--- src/pth_pkg.sv ---
/*
 * Shared constants for the tap threshold and time-limit core: register
 * offsets, field layouts, reset values and the base time step.
 * Assumes a single 20 MHz clock and an 8-bit host register port.
 */
`default_nettype none
package pth_pkg;

	// Register offsets on the host port
	localparam logic [7:0] ADDR_TAP_SRC       = 8'h22;
	localparam logic [7:0] ADDR_THRESHOLD_X   = 8'h23;
	localparam logic [7:0] ADDR_THRESHOLD_Y   = 8'h24;
	localparam logic [7:0] ADDR_THRESHOLD_Z   = 8'h25;
	localparam logic [7:0] ADDR_TIME_LIMIT    = 8'h26;
	localparam logic [7:0] ADDR_LATENCY       = 8'h27;

	// Field layout and reset values
	localparam int         THR_MSB            = 6;
	localparam logic [6:0] THR_RESET          = 7'h00;
	localparam logic [7:0] TIME_LIMIT_RESET   = 8'h00;
	localparam logic [7:0] LATENCY_RESET      = 8'h00;
	localparam logic [7:0] SRC_RESET          = 8'h00;
	localparam int         SRC_EA_BIT         = 7;
	localparam int         SRC_AXIS_LSB       = 4;
	localparam int         SRC_DPE_BIT        = 3;
	localparam int         SRC_POL_LSB        = 0;

	// One threshold count is 16 codes of a 12-bit sample at 8 g full scale
	localparam int         THR_SCALE_SHIFT    = 4;
	// Low-noise cap: 4 g expressed in 8 g-range sample codes
	localparam logic [10:0] THR_LOW_NOISE_CAP = 11'h400;

	// Full-scale selection codes
	localparam logic [1:0] FS_2G              = 2'h0;
	localparam logic [1:0] FS_4G              = 2'h1;

	// Oversampling mode codes
	localparam logic [1:0] MODE_NORMAL        = 2'h0;
	localparam logic [1:0] MODE_LN_LOW_POWER  = 2'h1;
	localparam logic [1:0] MODE_HIGH_RES      = 2'h2;
	localparam logic [1:0] MODE_LOW_POWER     = 2'h3;

	// Base time step (smallest step of all tables) and its cycle count
	localparam int         CLK_HZ             = 20000000;
	localparam int         BASE_STEP_NS       = 625000;
	localparam int         BASE_STEP_CYCLES   =
		BASE_STEP_NS / (1000000000 / CLK_HZ);
	localparam int         STEP_CNT_W         = 10;

endpackage
`default_nettype wire

--- src/pth_cfg_if.sv ---
/*
 * Configuration carrier between the register file and the tap core.
 * Assumes both ends run on ref_clk.
 */
`timescale 1ns/1ps
`default_nettype none
interface pth_cfg_if;
	logic [6:0] thrX;
	logic [6:0] thrY;
	logic [6:0] thrZ;
	logic [7:0] timeLimit;
	logic [7:0] latency;
	logic [7:0] srcStatus;
	logic       srcRead;

	modport regs (
		output thrX,
		output thrY,
		output thrZ,
		output timeLimit,
		output latency,
		output srcRead,
		input  srcStatus
	);
	modport core (
		input  thrX,
		input  thrY,
		input  thrZ,
		input  timeLimit,
		input  latency,
		input  srcRead,
		output srcStatus
	);
endinterface
`default_nettype wire

--- src/pth_regs.sv ---
/*
 * Host-port register file for thresholds, time limit, latency and the
 * read-only tap source register.
 * Assumes single-cycle write and read strobes on ref_clk.
 */
`timescale 1ns/1ps
`default_nettype none
module pth_regs
	import pth_pkg::*;
(
	input  wire logic       ref_clk,
	input  wire logic       rst,
	input  wire logic [7:0] regAddr,
	input  wire logic [7:0] regWrData,
	input  wire logic       regWr,
	input  wire logic       regRd,
	output var  logic [7:0] regRdData,
	pth_cfg_if.regs         cfg
);
	logic [6:0] thrX_q;
	logic [6:0] thrY_q;
	logic [6:0] thrZ_q;
	logic [7:0] timeLimit_q;
	logic [7:0] latency_q;
	logic [7:0] rdData_q;
	logic [7:0] rdData_d;

	// Writable registers; bit 7 of a threshold is never stored
	always_ff @(posedge ref_clk) begin
		if (rst) begin
			thrX_q      <= THR_RESET;
			thrY_q      <= THR_RESET;
			thrZ_q      <= THR_RESET;
			timeLimit_q <= TIME_LIMIT_RESET;
			latency_q   <= LATENCY_RESET;
		end else if (regWr) begin
			case (regAddr)
				ADDR_THRESHOLD_X: thrX_q <= regWrData[THR_MSB:0];
				ADDR_THRESHOLD_Y: thrY_q <= regWrData[THR_MSB:0];
				ADDR_THRESHOLD_Z: thrZ_q <= regWrData[THR_MSB:0];
				ADDR_TIME_LIMIT:  timeLimit_q <= regWrData;
				ADDR_LATENCY:     latency_q <= regWrData;
				default: ;
			endcase
		end
	end

	// Read mux; unmapped offsets read zero
	always_comb begin
		case (regAddr)
			ADDR_TAP_SRC:     rdData_d = cfg.srcStatus;
			ADDR_THRESHOLD_X: rdData_d = {1'b0, thrX_q};
			ADDR_THRESHOLD_Y: rdData_d = {1'b0, thrY_q};
			ADDR_THRESHOLD_Z: rdData_d = {1'b0, thrZ_q};
			ADDR_TIME_LIMIT:  rdData_d = timeLimit_q;
			ADDR_LATENCY:     rdData_d = latency_q;
			default:          rdData_d = 8'h00;
		endcase
	end

	// Read data is held until the next read strobe
	always_ff @(posedge ref_clk) begin
		if (rst)
			rdData_q <= 8'h00;
		else if (regRd)
			rdData_q <= rdData_d;
	end

	assign regRdData     = rdData_q;
	assign cfg.thrX      = thrX_q;
	assign cfg.thrY      = thrY_q;
	assign cfg.thrZ      = thrZ_q;
	assign cfg.timeLimit = timeLimit_q;
	assign cfg.latency   = latency_q;
	// Reading the source register clears it in the core
	assign cfg.srcRead   = regRd && (regAddr == ADDR_TAP_SRC);
endmodule
`default_nettype wire

--- src/pth_tick.sv ---
/*
 * Step tick generator: a base prescaler plus a shared power-of-two
 * divider giving the time-limit tick and the latency tick.
 * Assumes stepShift is at most 8 so the latency shift fits the counter.
 */
`timescale 1ns/1ps
`default_nettype none
module pth_tick
	import pth_pkg::*;
#(
	parameter int BASE_CYCLES = BASE_STEP_CYCLES
) (
	input  wire logic       ref_clk,
	input  wire logic       rst,
	input  wire logic [3:0] stepShift,
	output var  logic       limitTick,
	output var  logic       latencyTick
);
	logic [15:0]           preCnt_q;
	logic                  baseTick;
	logic [STEP_CNT_W-1:0] divCnt_q;
	logic [STEP_CNT_W-1:0] limMask;
	logic [STEP_CNT_W-1:0] latMask;

	// Base prescaler, one pulse per base step
	always_ff @(posedge ref_clk) begin
		if (rst || baseTick)
			preCnt_q <= 16'h0000;
		else
			preCnt_q <= preCnt_q + 16'h0001;
	end
	assign baseTick = (preCnt_q == 16'(BASE_CYCLES - 1));

	// One free-running divider serves both ticks so they stay aligned
	always_ff @(posedge ref_clk) begin
		if (rst)
			divCnt_q <= '0;
		else if (baseTick)
			divCnt_q <= divCnt_q + 1'b1;
	end

	// Latency steps are twice the time-limit steps
	assign limMask = STEP_CNT_W'((1 << stepShift) - 1);
	assign latMask = STEP_CNT_W'((2 << stepShift) - 1);
	assign limitTick   = baseTick && ((divCnt_q & limMask) == limMask);
	assign latencyTick = baseTick && ((divCnt_q & latMask) == latMask);
endmodule
`default_nettype wire

--- src/pth_top.sv ---
/*
 * Tap detector threshold and time-limit core: per-axis threshold
 * compare, pulse time-limit qualification, latency hold-off and the
 * clear-on-read tap source register with its interrupt level.
 * Assumes samples and mode settings come from logic on ref_clk and
 * that the host reaches registers through the 8-bit register port.
 */
`timescale 1ns/1ps
`default_nettype none
module pth_top
	import pth_pkg::*;
#(
	parameter int BASE_CYCLES = BASE_STEP_CYCLES
) (
	input  wire logic        ref_clk,
	input  wire logic        rst,
	input  wire logic [7:0]  regAddr,
	input  wire logic [7:0]  regWrData,
	input  wire logic        regWr,
	input  wire logic        regRd,
	output var  logic [7:0]  regRdData,
	input  wire logic        sampleValid,
	input  wire logic [11:0] accelX,
	input  wire logic [11:0] accelY,
	input  wire logic [11:0] accelZ,
	input  wire logic [2:0]  outputSampleRate,
	input  wire logic [1:0]  oversampleMode,
	input  wire logic        tapLowpassEnable,
	input  wire logic        lowNoiseEnable,
	input  wire logic [1:0]  fullScaleSel,
	output var  logic        tapIrq
);
	typedef enum logic [1:0] {
		AX_IDLE,
		AX_ABOVE,
		AX_EXPIRED
	} pth_axis_e;

	pth_cfg_if cfg ();

	logic [3:0]  stepShift;
	logic        limitTick;
	logic        latencyTick;
	logic [11:0] accel [3];
	logic [6:0]  thr [3];
	logic [2:0]  accepted;
	logic [2:0]  acceptPol;
	logic        latActive_q;
	logic [7:0]  latCnt_q;
	logic [7:0]  src_q;
	logic [7:0]  src_d;
	logic        irq_q;

	pth_regs u_regs (
		.ref_clk   (ref_clk),
		.rst       (rst),
		.regAddr   (regAddr),
		.regWrData (regWrData),
		.regWr     (regWr),
		.regRd     (regRd),
		.regRdData (regRdData),
		.cfg       (cfg.regs)
	);

	// Step selection as a power of two of the 0.625 ms base step. The
	// filtered steps are not simply the unfiltered ones doubled: below 800 Hz
	// they stretch by four (in low-power mode only below 12.5 Hz), so each half has its
	// own entries rather than a shared table plus one.
	always_comb begin
		stepShift = 4'h0;
		if (!tapLowpassEnable) begin
			case (oversampleMode)
				MODE_HIGH_RES: stepShift = 4'h0;
				MODE_NORMAL: begin
					case (outputSampleRate)
						3'h0, 3'h1: stepShift = 4'h0;
						3'h2:       stepShift = 4'h1;
						3'h3:       stepShift = 4'h2;
						default:    stepShift = 4'h3; // 50 Hz and slower
					endcase
				end
				MODE_LN_LOW_POWER: begin
					case (outputSampleRate)
						3'h0, 3'h1: stepShift = 4'h0;
						3'h2:       stepShift = 4'h1;
						3'h3:       stepShift = 4'h2;
						3'h4:       stepShift = 4'h3;
						default:    stepShift = 4'h5; // 12.5 Hz and slower
					endcase
				end
				default: begin
					case (outputSampleRate)
						3'h0:    stepShift = 4'h0;
						3'h1:    stepShift = 4'h1;
						3'h2:    stepShift = 4'h2;
						3'h3:    stepShift = 4'h3;
						3'h4:    stepShift = 4'h4;
						default: stepShift = 4'h6; // 12.5 Hz and slower
					endcase
				end
			endcase
		end else begin
			case (oversampleMode)
				MODE_HIGH_RES: begin
					// 1.25 ms at 800 Hz, fixed 2.5 ms below it
					if (outputSampleRate == 3'h0)
						stepShift = 4'h1;
					else
						stepShift = 4'h2;
				end
				MODE_NORMAL: begin
					case (outputSampleRate)
						3'h0:    stepShift = 4'h1;
						3'h1:    stepShift = 4'h2;
						3'h2:    stepShift = 4'h3;
						3'h3:    stepShift = 4'h4;
						default: stepShift = 4'h5; // 50 Hz and slower
					endcase
				end
				MODE_LN_LOW_POWER: begin
					case (outputSampleRate)
						3'h0:    stepShift = 4'h1;
						3'h1:    stepShift = 4'h2;
						3'h2:    stepShift = 4'h3;
						3'h3:    stepShift = 4'h4;
						3'h4:    stepShift = 4'h5;
						default: stepShift = 4'h7; // 12.5 Hz and slower
					endcase
				end
				default: begin
					case (outputSampleRate)
						3'h0:    stepShift = 4'h1;
						3'h1:    stepShift = 4'h2;
						3'h2:    stepShift = 4'h3;
						3'h3:    stepShift = 4'h4;
						3'h4:    stepShift = 4'h5;
						3'h5:    stepShift = 4'h7;
						default: stepShift = 4'h8; // Longest step, 160 ms
					endcase
				end
			endcase
		end
	end

	pth_tick #(
		.BASE_CYCLES (BASE_CYCLES)
	) u_tick (
		.ref_clk     (ref_clk),
		.rst         (rst),
		.stepShift   (stepShift),
		.limitTick   (limitTick),
		.latencyTick (latencyTick)
	);

	assign accel[0] = accelX;
	assign accel[1] = accelY;
	assign accel[2] = accelZ;
	assign thr[0]   = cfg.thrX;
	assign thr[1]   = cfg.thrY;
	assign thr[2]   = cfg.thrZ;

	// Per-axis threshold compare and time-limit qualification
	for (genvar a = 0; a < 3; a++) begin : g_axis
		pth_axis_e   state_q;
		logic [8:0]  tCnt_q;
		logic        pol_q;
		logic [11:0] mag;
		logic [10:0] mag8g;
		logic [10:0] thrEff;
		logic        exceed;
		logic        inLimit;

		// Magnitude of the two's-complement sample
		assign mag = accel[a][11] ? 12'(-accel[a]) : accel[a];

		// Rescale to the 8 g range so a count is always 0.063 g
		always_comb begin
			case (fullScaleSel)
				FS_2G:   mag8g = 11'(mag >> 2);
				FS_4G:   mag8g = 11'(mag >> 1);
				// Full negative scale has magnitude 2048; saturate it
				default: mag8g = mag[11] ? 11'h7ff : mag[10:0];
			endcase
		end

		// Unsigned code times 16 sample codes, capped in low-noise mode
		always_comb begin
			thrEff = {thr[a], 4'h0};
			if (lowNoiseEnable && thrEff > THR_LOW_NOISE_CAP)
				thrEff = THR_LOW_NOISE_CAP;
		end

		assign exceed  = mag8g > thrEff;
		// Count never passes 256 so 255 steps stay representable
		assign inLimit = tCnt_q <= {1'b0, cfg.timeLimit};

		// Qualification state; starts are ignored during latency
		always_ff @(posedge ref_clk) begin
			if (rst) begin
				state_q <= AX_IDLE;
			end else begin
				case (state_q)
					AX_IDLE:
						if (sampleValid && exceed && !latActive_q)
							state_q <= AX_ABOVE;
					AX_ABOVE:
						if (sampleValid && !exceed)
							state_q <= AX_IDLE;
						else if (!inLimit)
							state_q <= AX_EXPIRED;
					AX_EXPIRED:
						// Too long a pulse must fall below before retrying
						if (sampleValid && !exceed)
							state_q <= AX_IDLE;
					default:
						state_q <= AX_IDLE;
				endcase
			end
		end

		// Step counter restarts on each new crossing
		always_ff @(posedge ref_clk) begin
			if (rst)
				tCnt_q <= 9'h000;
			else if (state_q == AX_IDLE)
				tCnt_q <= 9'h000;
			else if (limitTick && tCnt_q != 9'h100)
				tCnt_q <= tCnt_q + 9'h001;
		end

		// Polarity caught at the start of the crossing
		always_ff @(posedge ref_clk) begin
			if (rst)
				pol_q <= 1'b0;
			else if (state_q == AX_IDLE && sampleValid && exceed)
				pol_q <= accel[a][11];
		end

		// Falling below inside the limit accepts the pulse
		assign accepted[a]  = (state_q == AX_ABOVE) && sampleValid &&
			!exceed && inLimit;
		assign acceptPol[a] = pol_q;
	end

	// Latency hold-off after an accepted pulse, counted in latency steps
	always_ff @(posedge ref_clk) begin
		if (rst) begin
			latActive_q <= 1'b0;
			latCnt_q    <= 8'h00;
		end else if (|accepted) begin
			latActive_q <= 1'b1;
			latCnt_q    <= 8'h00;
		end else if (latActive_q) begin
			if (latCnt_q >= cfg.latency)
				latActive_q <= 1'b0;
			else if (latencyTick)
				latCnt_q <= latCnt_q + 8'h01;
		end
	end

	// Source register: first event freezes it, a read clears it, and an
	// event in the clearing cycle wins so it is never lost
	always_comb begin
		src_d = src_q;
		if (cfg.srcRead)
			src_d = SRC_RESET;
		if (|accepted && !(src_q[SRC_EA_BIT] && !cfg.srcRead)) begin
			src_d = SRC_RESET;
			src_d[SRC_EA_BIT] = 1'b1;
			src_d[SRC_AXIS_LSB +: 3] = accepted;
			src_d[SRC_POL_LSB +: 3]  = accepted & acceptPol;
			src_d[SRC_DPE_BIT] = 1'b0; // Double tap is not built here
		end
	end

	always_ff @(posedge ref_clk) begin
		if (rst)
			src_q <= SRC_RESET;
		else
			src_q <= src_d;
	end

	// Interrupt level follows the event-active flag
	always_ff @(posedge ref_clk) begin
		if (rst)
			irq_q <= 1'b0;
		else
			irq_q <= src_d[SRC_EA_BIT];
	end

	assign cfg.srcStatus = src_q;
	assign tapIrq        = irq_q;
endmodule
`default_nettype wire

--- config.mk ---
export PLATFORM = sky130hd
export DESIGN_NAME = pth_top
export DESIGN_NICKNAME = d
export VERILOG_FILES = /design/src/pth_pkg.sv /design/src/pth_cfg_if.sv /design/src/pth_regs.sv /design/src/pth_tick.sv /design/src/pth_top.sv
export SDC_FILE = /design/constraint.sdc
export NUM_CORES = 1
export LEC_CHECK = 0
export ABC_CLOCK_PERIOD_IN_PS = 4400
export BUFFER_PORTS_ARGS = -buffer_cell sky130_fd_sc_hd__clkbuf_2
export CAP_MARGIN = 20
export CORE_ASPECT_RATIO = 0.6
export CORE_MARGIN = 5
export CORE_UTILIZATION = 50
export CTS_BUF_LIST = sky130_fd_sc_hd__clkbuf_8 sky130_fd_sc_hd__clkbuf_16
export DETAILED_ROUTE_END_ITERATION = 10
export MAX_ROUTING_LAYER = met4
export PLACE_DENSITY = 0.75
export REMOVE_ABC_BUFFERS = 1
export SLEW_MARGIN = 10
export SYNTH_ARGS = -nofsm -noshare
export SYNTH_HDL_FRONTEND = slang
export SYNTH_SLANG_ARGS = --single-unit
--- constraint.sdc ---
create_clock -name ref_clk -period 4.4 [get_ports ref_clk]
set_clock_uncertainty 0.1 [all_clocks]
set_input_delay 0.88 -clock ref_clk [delete_from_list [all_inputs] [get_ports ref_clk]]
set_output_delay 0.88 -clock ref_clk [all_outputs]
set_load 0.02 [all_outputs]
# Word level (Yosys, flattened, before mapping)
# Index checks and enable logic that the tools add are counted.
# op_classes
n_addsub	11
muxes	43
magnitude_cmp	10
eq_ne	35
shifts	2
n_reduce_logical	64
bitwise	4
# ops
cell	n
$mux W11	6
$pmux W11 S2	3
$eq A8 B6 Y1 const B	6
$pmux W8 S6	1
$mux W12	3
$neg A12 Y12	3
$logic_and A1 B1 Y1	35
$gt A11 B11 Y1	3
$gt A11 B11 Y1 const B	3
$pmux W3 S5	2
$add A9 B1 Y9 const B	3
$le A9 B8 Y1	3
$ne A9 B9 Y1 const B	3
$mux W2	13
$pmux W2 S3	4
$pmux W3 S4	2
$pmux W4 S3	2
$pmux W4 S6	1
$and A10 B10 Y10	2
$eq A10 B10 Y1	2
$sub A10 B2 Y10 const B	2
$add A16 B1 Y16 const B	1
$eq A16 B14 Y1 const B	1
$mux W8	2
26 further kinds	63
# word_totals
output_inout_bits	9
wordCells	190
inputBits	66
register_bits	123

# Depth between registers and ports, before layout
# logic_depth
word_depth	11
depth_mapped	19
depth_no_buf	18

# Cells and area by module
# Synthesis repeated with hierarchy kept, for this count alone.
# unflattened
hier_cells	1040
area_unflattened_um2	8638.3
# by_module_without_submodules
mod	cells_per_inst	seq_area_each_um2	area_per_inst_um2	instances
pth_top	679	1041.0	5215.0	1
pth_regs	184	900.9	1970.6	1
pth_tick	177	520.5	1452.6	1

# Worst setup path after synthesis
# OpenSTA, ideal clock, no wires.
# synth_path
path_type	input port to flip-flop
start	input accelY[7]
end	register latCnt_q[0]
n_path_buf	1
required_time_ps	4184
setup_ps	116
slack_ps	160
stages	16
arrival_time_ps	4025
cell_sequence	or4_4 > or3_4 > o21ai_0 > xor2_1 > nor2_1 > a21oi_1 > o21ai_0 > ha_1 > nand3_1 > or3_1 > a21oi_1 > a32oi_2 > nor3_2 > or4_1 > buf_4 > nor2_1
# synth_via
elab_chain_cells	9
# synth_lines
element	line_no	rtl
start: declaration	pth_top.sv:24	input wire logic [11:0] accelY,
$neg A12 Y12	pth_top.sv:174	assign mag = accel[a][11] ? 12'(-accel[a]) : accel[a];
$mux W12 *	pth_top.sv:174	
$mux W11	pth_top.sv:182	default: mag8g = mag[11] ? 11'h7ff : mag[10:0];
$pmux W11 S2 *	pth_top.sv:178	case (fullScaleSel)
$gt A11 B11 Y1 *	pth_top.sv:193	assign exceed = mag8g > thrEff;
$logic_not A1 Y1 *	pth_top.sv:241	!exceed && inLimit;
$logic_and A1 B1 Y1 *	pth_top.sv:240	assign accepted[a] = (state_q == AX_ABOVE) && sampleValid &&
$logic_and A1 B1 Y1 *	pth_top.sv:241	
$reduce_or A4 Y1 (no line) *	--	
end signal: assignment	pth_top.sv:257	latCnt_q <= latCnt_q + 8'h01;
end: declaration	pth_top.sv:49	logic [7:0] latCnt_q;
# Mark *: on every way between the ends. The rest lies on a longest branch, timed or not.
# A chain may end at the register's enable or synchronous reset.

# Worst setup path after layout
# layout_path
start	input accelX[5]
end	register src_q[2] (netlist: cfg.srcStatus[2])
# layout_via
elab_chain_cells	11
elab_cells_between_ends	12
classes_between	1 x add/sub; 1 x order compare; 4 x mux; 6 x reduce/logical
# layout_lines
element	line_no	rtl
start: declaration	pth_top.sv:23	input wire logic [11:0] accelX,
$neg A12 Y12	pth_top.sv:174	
$mux W12 *	pth_top.sv:174	
$mux W11	pth_top.sv:182	
$pmux W11 S2 *	pth_top.sv:178	
$gt A11 B11 Y1 *	pth_top.sv:193	
$logic_not A1 Y1 *	pth_top.sv:241	
$logic_and A1 B1 Y1 *	pth_top.sv:240	
$logic_and A1 B1 Y1 *	pth_top.sv:241	
$reduce_or A3 Y1 *	pth_top.sv:267	if (|accepted && !(src_q[SRC_EA_BIT] && !cfg.srcRead)) begin
$logic_and A1 B1 Y1 *	pth_top.sv:267	
$mux W8 / $reduce_bool A2 Y1 (equally long branches)	--	
end signal: assignment	pth_top.sv:280	src_q <= src_d;
end: declaration	pth_top.sv:50	logic [7:0] src_q;
# Marks and branches as above.

==> tab_implementation.tex <==
\begin{tabular}{lr}
\hline
Metric & Value \\
\hline
\multicolumn{2}{l}{\textbf{Global routing}} \\
Global-route wire length before repair & 43000 um \\
Number of antenna violations at the first check in global routing & 0 \\
Overall fraction of global-route tracks in use & 0.261 \\
Leftover overflow at the end of global routing & 0 \\
Vias in the first global route & 8239 \\
Pin count of the biggest net entering global routing & 39 \\
\multicolumn{2}{l}{\textbf{Power and ir drop}} \\
Maximum VDD drop & 298 uV \\
Total power after layout & between 3 and 4 mW \\
Static leakage & 3.97 nW \\
Power per cell area & around 290 nW/um\^{}2 \\
\multicolumn{2}{l}{\textbf{Clock network}} \\
Clock transition time at the flip-flop clock pins of the worst setup and hold paths & 0.06 ns \\
Clock latency on the worst-skew pair & roughly 0.42 ns \\
CTS H-Tree Depth & 4 \\
CTS root buffer & sky130\_fd\_sc\_hd\_\_clkbuf\_16 \\
Number of clock buffers inserted by TritonCTS & 17 \\
Total clock sinks & 123 \\
Buffer depth of the longest clock path & 2 \\
TritonCTS clock tree & built \\
\multicolumn{2}{l}{\textbf{STA}} \\
Share of the clock period used by the worst path & 0.958 \\
Number of pins with negative max-slew slack in the final report & 0 \\
Slew at the pin with the worst max-slew slack & about 1.1 ns \\
Final setup vio count & 0 \\
Fmax & $\sim$240 MHz \\
Worst max-slew margin expressed relative to the limit & 0.250 \\
Number of hold violations in the final report & 0 \\
Crit path time final & 4.21 ns \\
\multicolumn{2}{l}{\textbf{Detailed routing}} \\
Residual antenna-violating net count after detailed routing & 0 \\
Number of vias in the routed layout & 9085 \\
Final routed DRC violation total & 0 \\
Mean routed wirelength per cell & 17.4 um \\
Number of detailed-routing iterations run before antenna repair & 5 \\
Starting DRT DRC Count & 987 \\
Routed via count divided by cell count & between 6 and 7 \\
Routed WL & 26200 um \\
\multicolumn{2}{l}{\textbf{Worst setup path}} \\
Worst Path Arrival & between 4 and 5 ns \\
Worst R2R End & g\_axis[1].tCnt\_q[5] \\
Largest delay share family, worst path & compound AO/OA/AOI/OAI gates \\
Top fanout value on the critical path & 6 \\
Critical Path, Cell by Cell & clkbuf\_2 -> nor4\_2 -> buf\_4 -> nand2\_1 -> o31ai\_1 -> xor2\_1 -> nand2\_1 -> a21oi\_1 -> a21oi\_1 -> ha\_1 -> nand4\_1 -> a221oi\_1 -> nand3\_1 -> a211o\_1 -> o21ai\_1 -> and3\_2 -> o31a\_1 -> o21ai\_0 \\
Worst Path Buf+Inv & 2 \\
R2R Setup Slk & between 0.9 and 1 ns \\
Reg-to-Reg Start & u\_tick.preCnt\_q[0] \\
Type of destination of the critical path & flop \\
Worst Reg2Reg Path Length in Cells & 10 \\
Cell at the slowest stage of the critical path & sky130\_fd\_sc\_hd\_\_nor4\_2 \\
Maximum cell stage delay along the critical path & between 0.3 and 0.4 ns \\
Kind of critical path & in -> reg \\
CP startpoint kind & input pin \\
WP data required & 4.59 ns \\
\multicolumn{2}{l}{\textbf{Logic synthesis}} \\
Post-synth EDFFs & 0 \\
Number of distinct library cells after synthesis & 82 \\
Synth warn & 0 \\
Post-Syn Area & 8980 um\^{}2 \\
Top cells by area, synth & sky130\_fd\_sc\_hd\_\_dfxtp\_1 (27\%), sky130\_fd\_sc\_hd\_\_ha\_1 (9.2\%), sky130\_fd\_sc\_hd\_\_a21oi\_1 (5.3\%) \\
Most used DFF post-synth & sky130\_fd\_sc\_hd\_\_dfxtp\_1 \\
Post-synthesis cell type with the largest combined area & sky130\_fd\_sc\_hd\_\_dfxtp\_1 \\
Area share of the largest cell type after synthesis & 0.274 \\
Seq/Total Area, Yosys & 0.274 \\
Most numerous cell in the Yosys netlist & sky130\_fd\_sc\_hd\_\_dfxtp\_1 \\
Most common library cells after synthesis & sky130\_fd\_sc\_hd\_\_dfxtp\_1 (123), sky130\_fd\_sc\_hd\_\_nor2\_1 (115), sky130\_fd\_sc\_hd\_\_nand2\_1 (108) \\
Number of register bits inferred by synthesis & 123 \\
Synth Instances & 1149 \\
Mean cell area of the mapped netlist & 7.82 um\^{}2 \\
Asr flop ratio synth & 0 \\
\multicolumn{2}{l}{\textbf{Worst hold path}} \\
Type of the worst min-delay path & reg -> reg \\
Worst hold path endpoint & cfg.srcStatus[5] \\
Startpoint of the worst hold path & cfg.srcStatus[5] \\
Depth of the worst hold-timing path & 2 \\
\multicolumn{2}{l}{\textbf{Finish}} \\
Antenna diodes & 0 \\
Net total in the final layout & 1390 \\
Fraction of final layout cells sized beyond drive strength 1 & 0.166 \\
Area growth from synthesis to final layout & 18.0\% \\
Multi-input logic area & slightly above 6000 um\^{}2 \\
Final core utilization & 0.593 \\
Storage element area & 2460 um\^{}2 \\
Count of filler cells inserted in the layout & 1602 \\
\multicolumn{2}{l}{\textbf{Placement}} \\
Routability congestion estimate & 0.952 \\
Detailed placer's ending HPWL & 20100 um \\
IO Port Bufs & 74 \\
\multicolumn{2}{l}{\textbf{Job}} \\
\# Max-Cap Violations & 0 \\
\multicolumn{2}{l}{\textbf{Status}} \\
Outcome & finished clean \\
\multicolumn{2}{l}{\textbf{Floorplanning}} \\
Initial standard-cell utilization of the core & 0.502 \\
X dimension of the die & 183 um \\
Height of the chip & approximately 110 um \\
Overall die area & 20800 um\^{}2 \\
I/O pin total & 75 \\
Std cell rows & 38 \\
Core footprint & 17900 um\^{}2 \\
\hline
\end{tabular}
## where the power goes
| part | switching [mW] | internal [mW] | leakage (nW) |
|---|---|---|---|
| Sequential | 0.0182 | 1.13 | 0.993 |
| Clock | 0.536 | 0.906 | 0.294 |
| Combinational | 0.298 | 0.208 | 2.68 |
## state kept, by name, indices dropped and copies added (netlist names), 8 cells and up
| register | count |
|---|---|
| latCnt_q | 8 |
| u_tick.divCnt_q | 10 |
| u_regs.cfg.latency | 8 |
| u_regs.cfg.timeLimit | 8 |
| u_regs.regRdData | 8 |
| g_axis.tCnt_q | 27 |
| u_tick.preCnt_q | 16 |
## what timing repair did
action                     4_1_cts  5_1_grt
setup endpoints to repair        0       14
hold buffers                     0        0
buffers inserted                 0        1
gates resized for setup          0        5
## per-layer routing
metal | global-route usage | part of all wire | vias up
li1 | - | - | 4444
met1 | 0.401 | 0.50 | 4244
met2 | 0.333 | 0.38 | 380
met3 | 0.0793 | 0.11 | 17
met4 | 0.0432 | 0.0069 | 0
met5 | - | 0 | -
## how the worst max path moves through the flow
stage / startpoint / to / slack [ns] / cells after the start
3_3_place_gp: accelY[7] / latCnt_q[0] / -0.10 / 17
2_1_floorplan: accelY[7] / latCnt_q[0] / 0.07 / 15
6_report: accelX[5] / cfg.srcStatus[2] / 0.19 / 18
4_1_cts: accelY[7] / cfg.srcStatus[2] / 0.22 / 16
3_5_place_dp: accelY[7] / cfg.srcStatus[2] / -0.17 / 16
5_1_grt: accelX[5] / cfg.srcStatus[2] / -0.07 / 18
## worst min-delay path, cell delays in order, from the launching register on
cell	delay, ns
sky130_fd_sc_hd__dfxtp_1	0.31
sky130_fd_sc_hd__nand2_1	0.05
sky130_fd_sc_hd__o21ai_0	0.05
## metrics by stage
step                instances  hold WS (ns)  setup TNS [ns]  cell area (um^2)  setup WS (ns)
finish                   1511         0.366               0             10600          0.186
detailed placement       1478         0.358           -2.05              9960         -0.168
floorplan                1100         0.333               0              8780         0.0712
global route             1511         0.387          -0.264             10600        -0.0721
global placement         1478         0.349           -1.05              9960         -0.103
CTS                      1510         0.366               0             10600          0.219
## cell type report
cell class	instances	share of cell area
Clock buffer	18	0.0414
Inverter	66	0.0234
Tap cell	240	0.0283
Multi-Input combinational cell	911	0.575
Timing Repair Buffer	139	0.0833
Clock inverter	14	0.0161
Sequential cell	123	0.232
## cell usage in the layout, fill, tap and decap left out, drive strengths merged, types with 6 or more instances in the layout
cell type,count
a21oi,103
o22ai,6
nand2b,14
or3,17
o21a,11
nor4,18
o21ai,56
xor2,19
nor3,13
mux2i,45
nor2b,14
a2111oi,8
nand2,108
a31oi,14
mux4,6
nor2,115
o31ai,25
a22oi,9
ha,66
xnor2,25
a21o,6
and2,11
nand3,55
and3,12
or4,21
buf,65
dfxtp,123
inv,69
clkbuf,92
o211ai,6
nand4,27
## cell families (layout without fill, tap and decap cells)
kind of cell / after synthesis / after routing / share of synthesized area
AO/OA/AOI/OAI: 288 / 288 / 0.209
AND/OR/NAND/NOR: 462 / 462 / 0.268
adder cells (fa/ha/maj): 66 / 66 / 0.0919
multiplexers: 51 / 51 / 0.0652
flip-flops: 123 / 123 / 0.274
XOR/XNOR: 44 / 44 / 0.0429
buffers and inverters: 115 / 237 / 0.0496
Note: power is estimated with default switching activity, not from simulation.
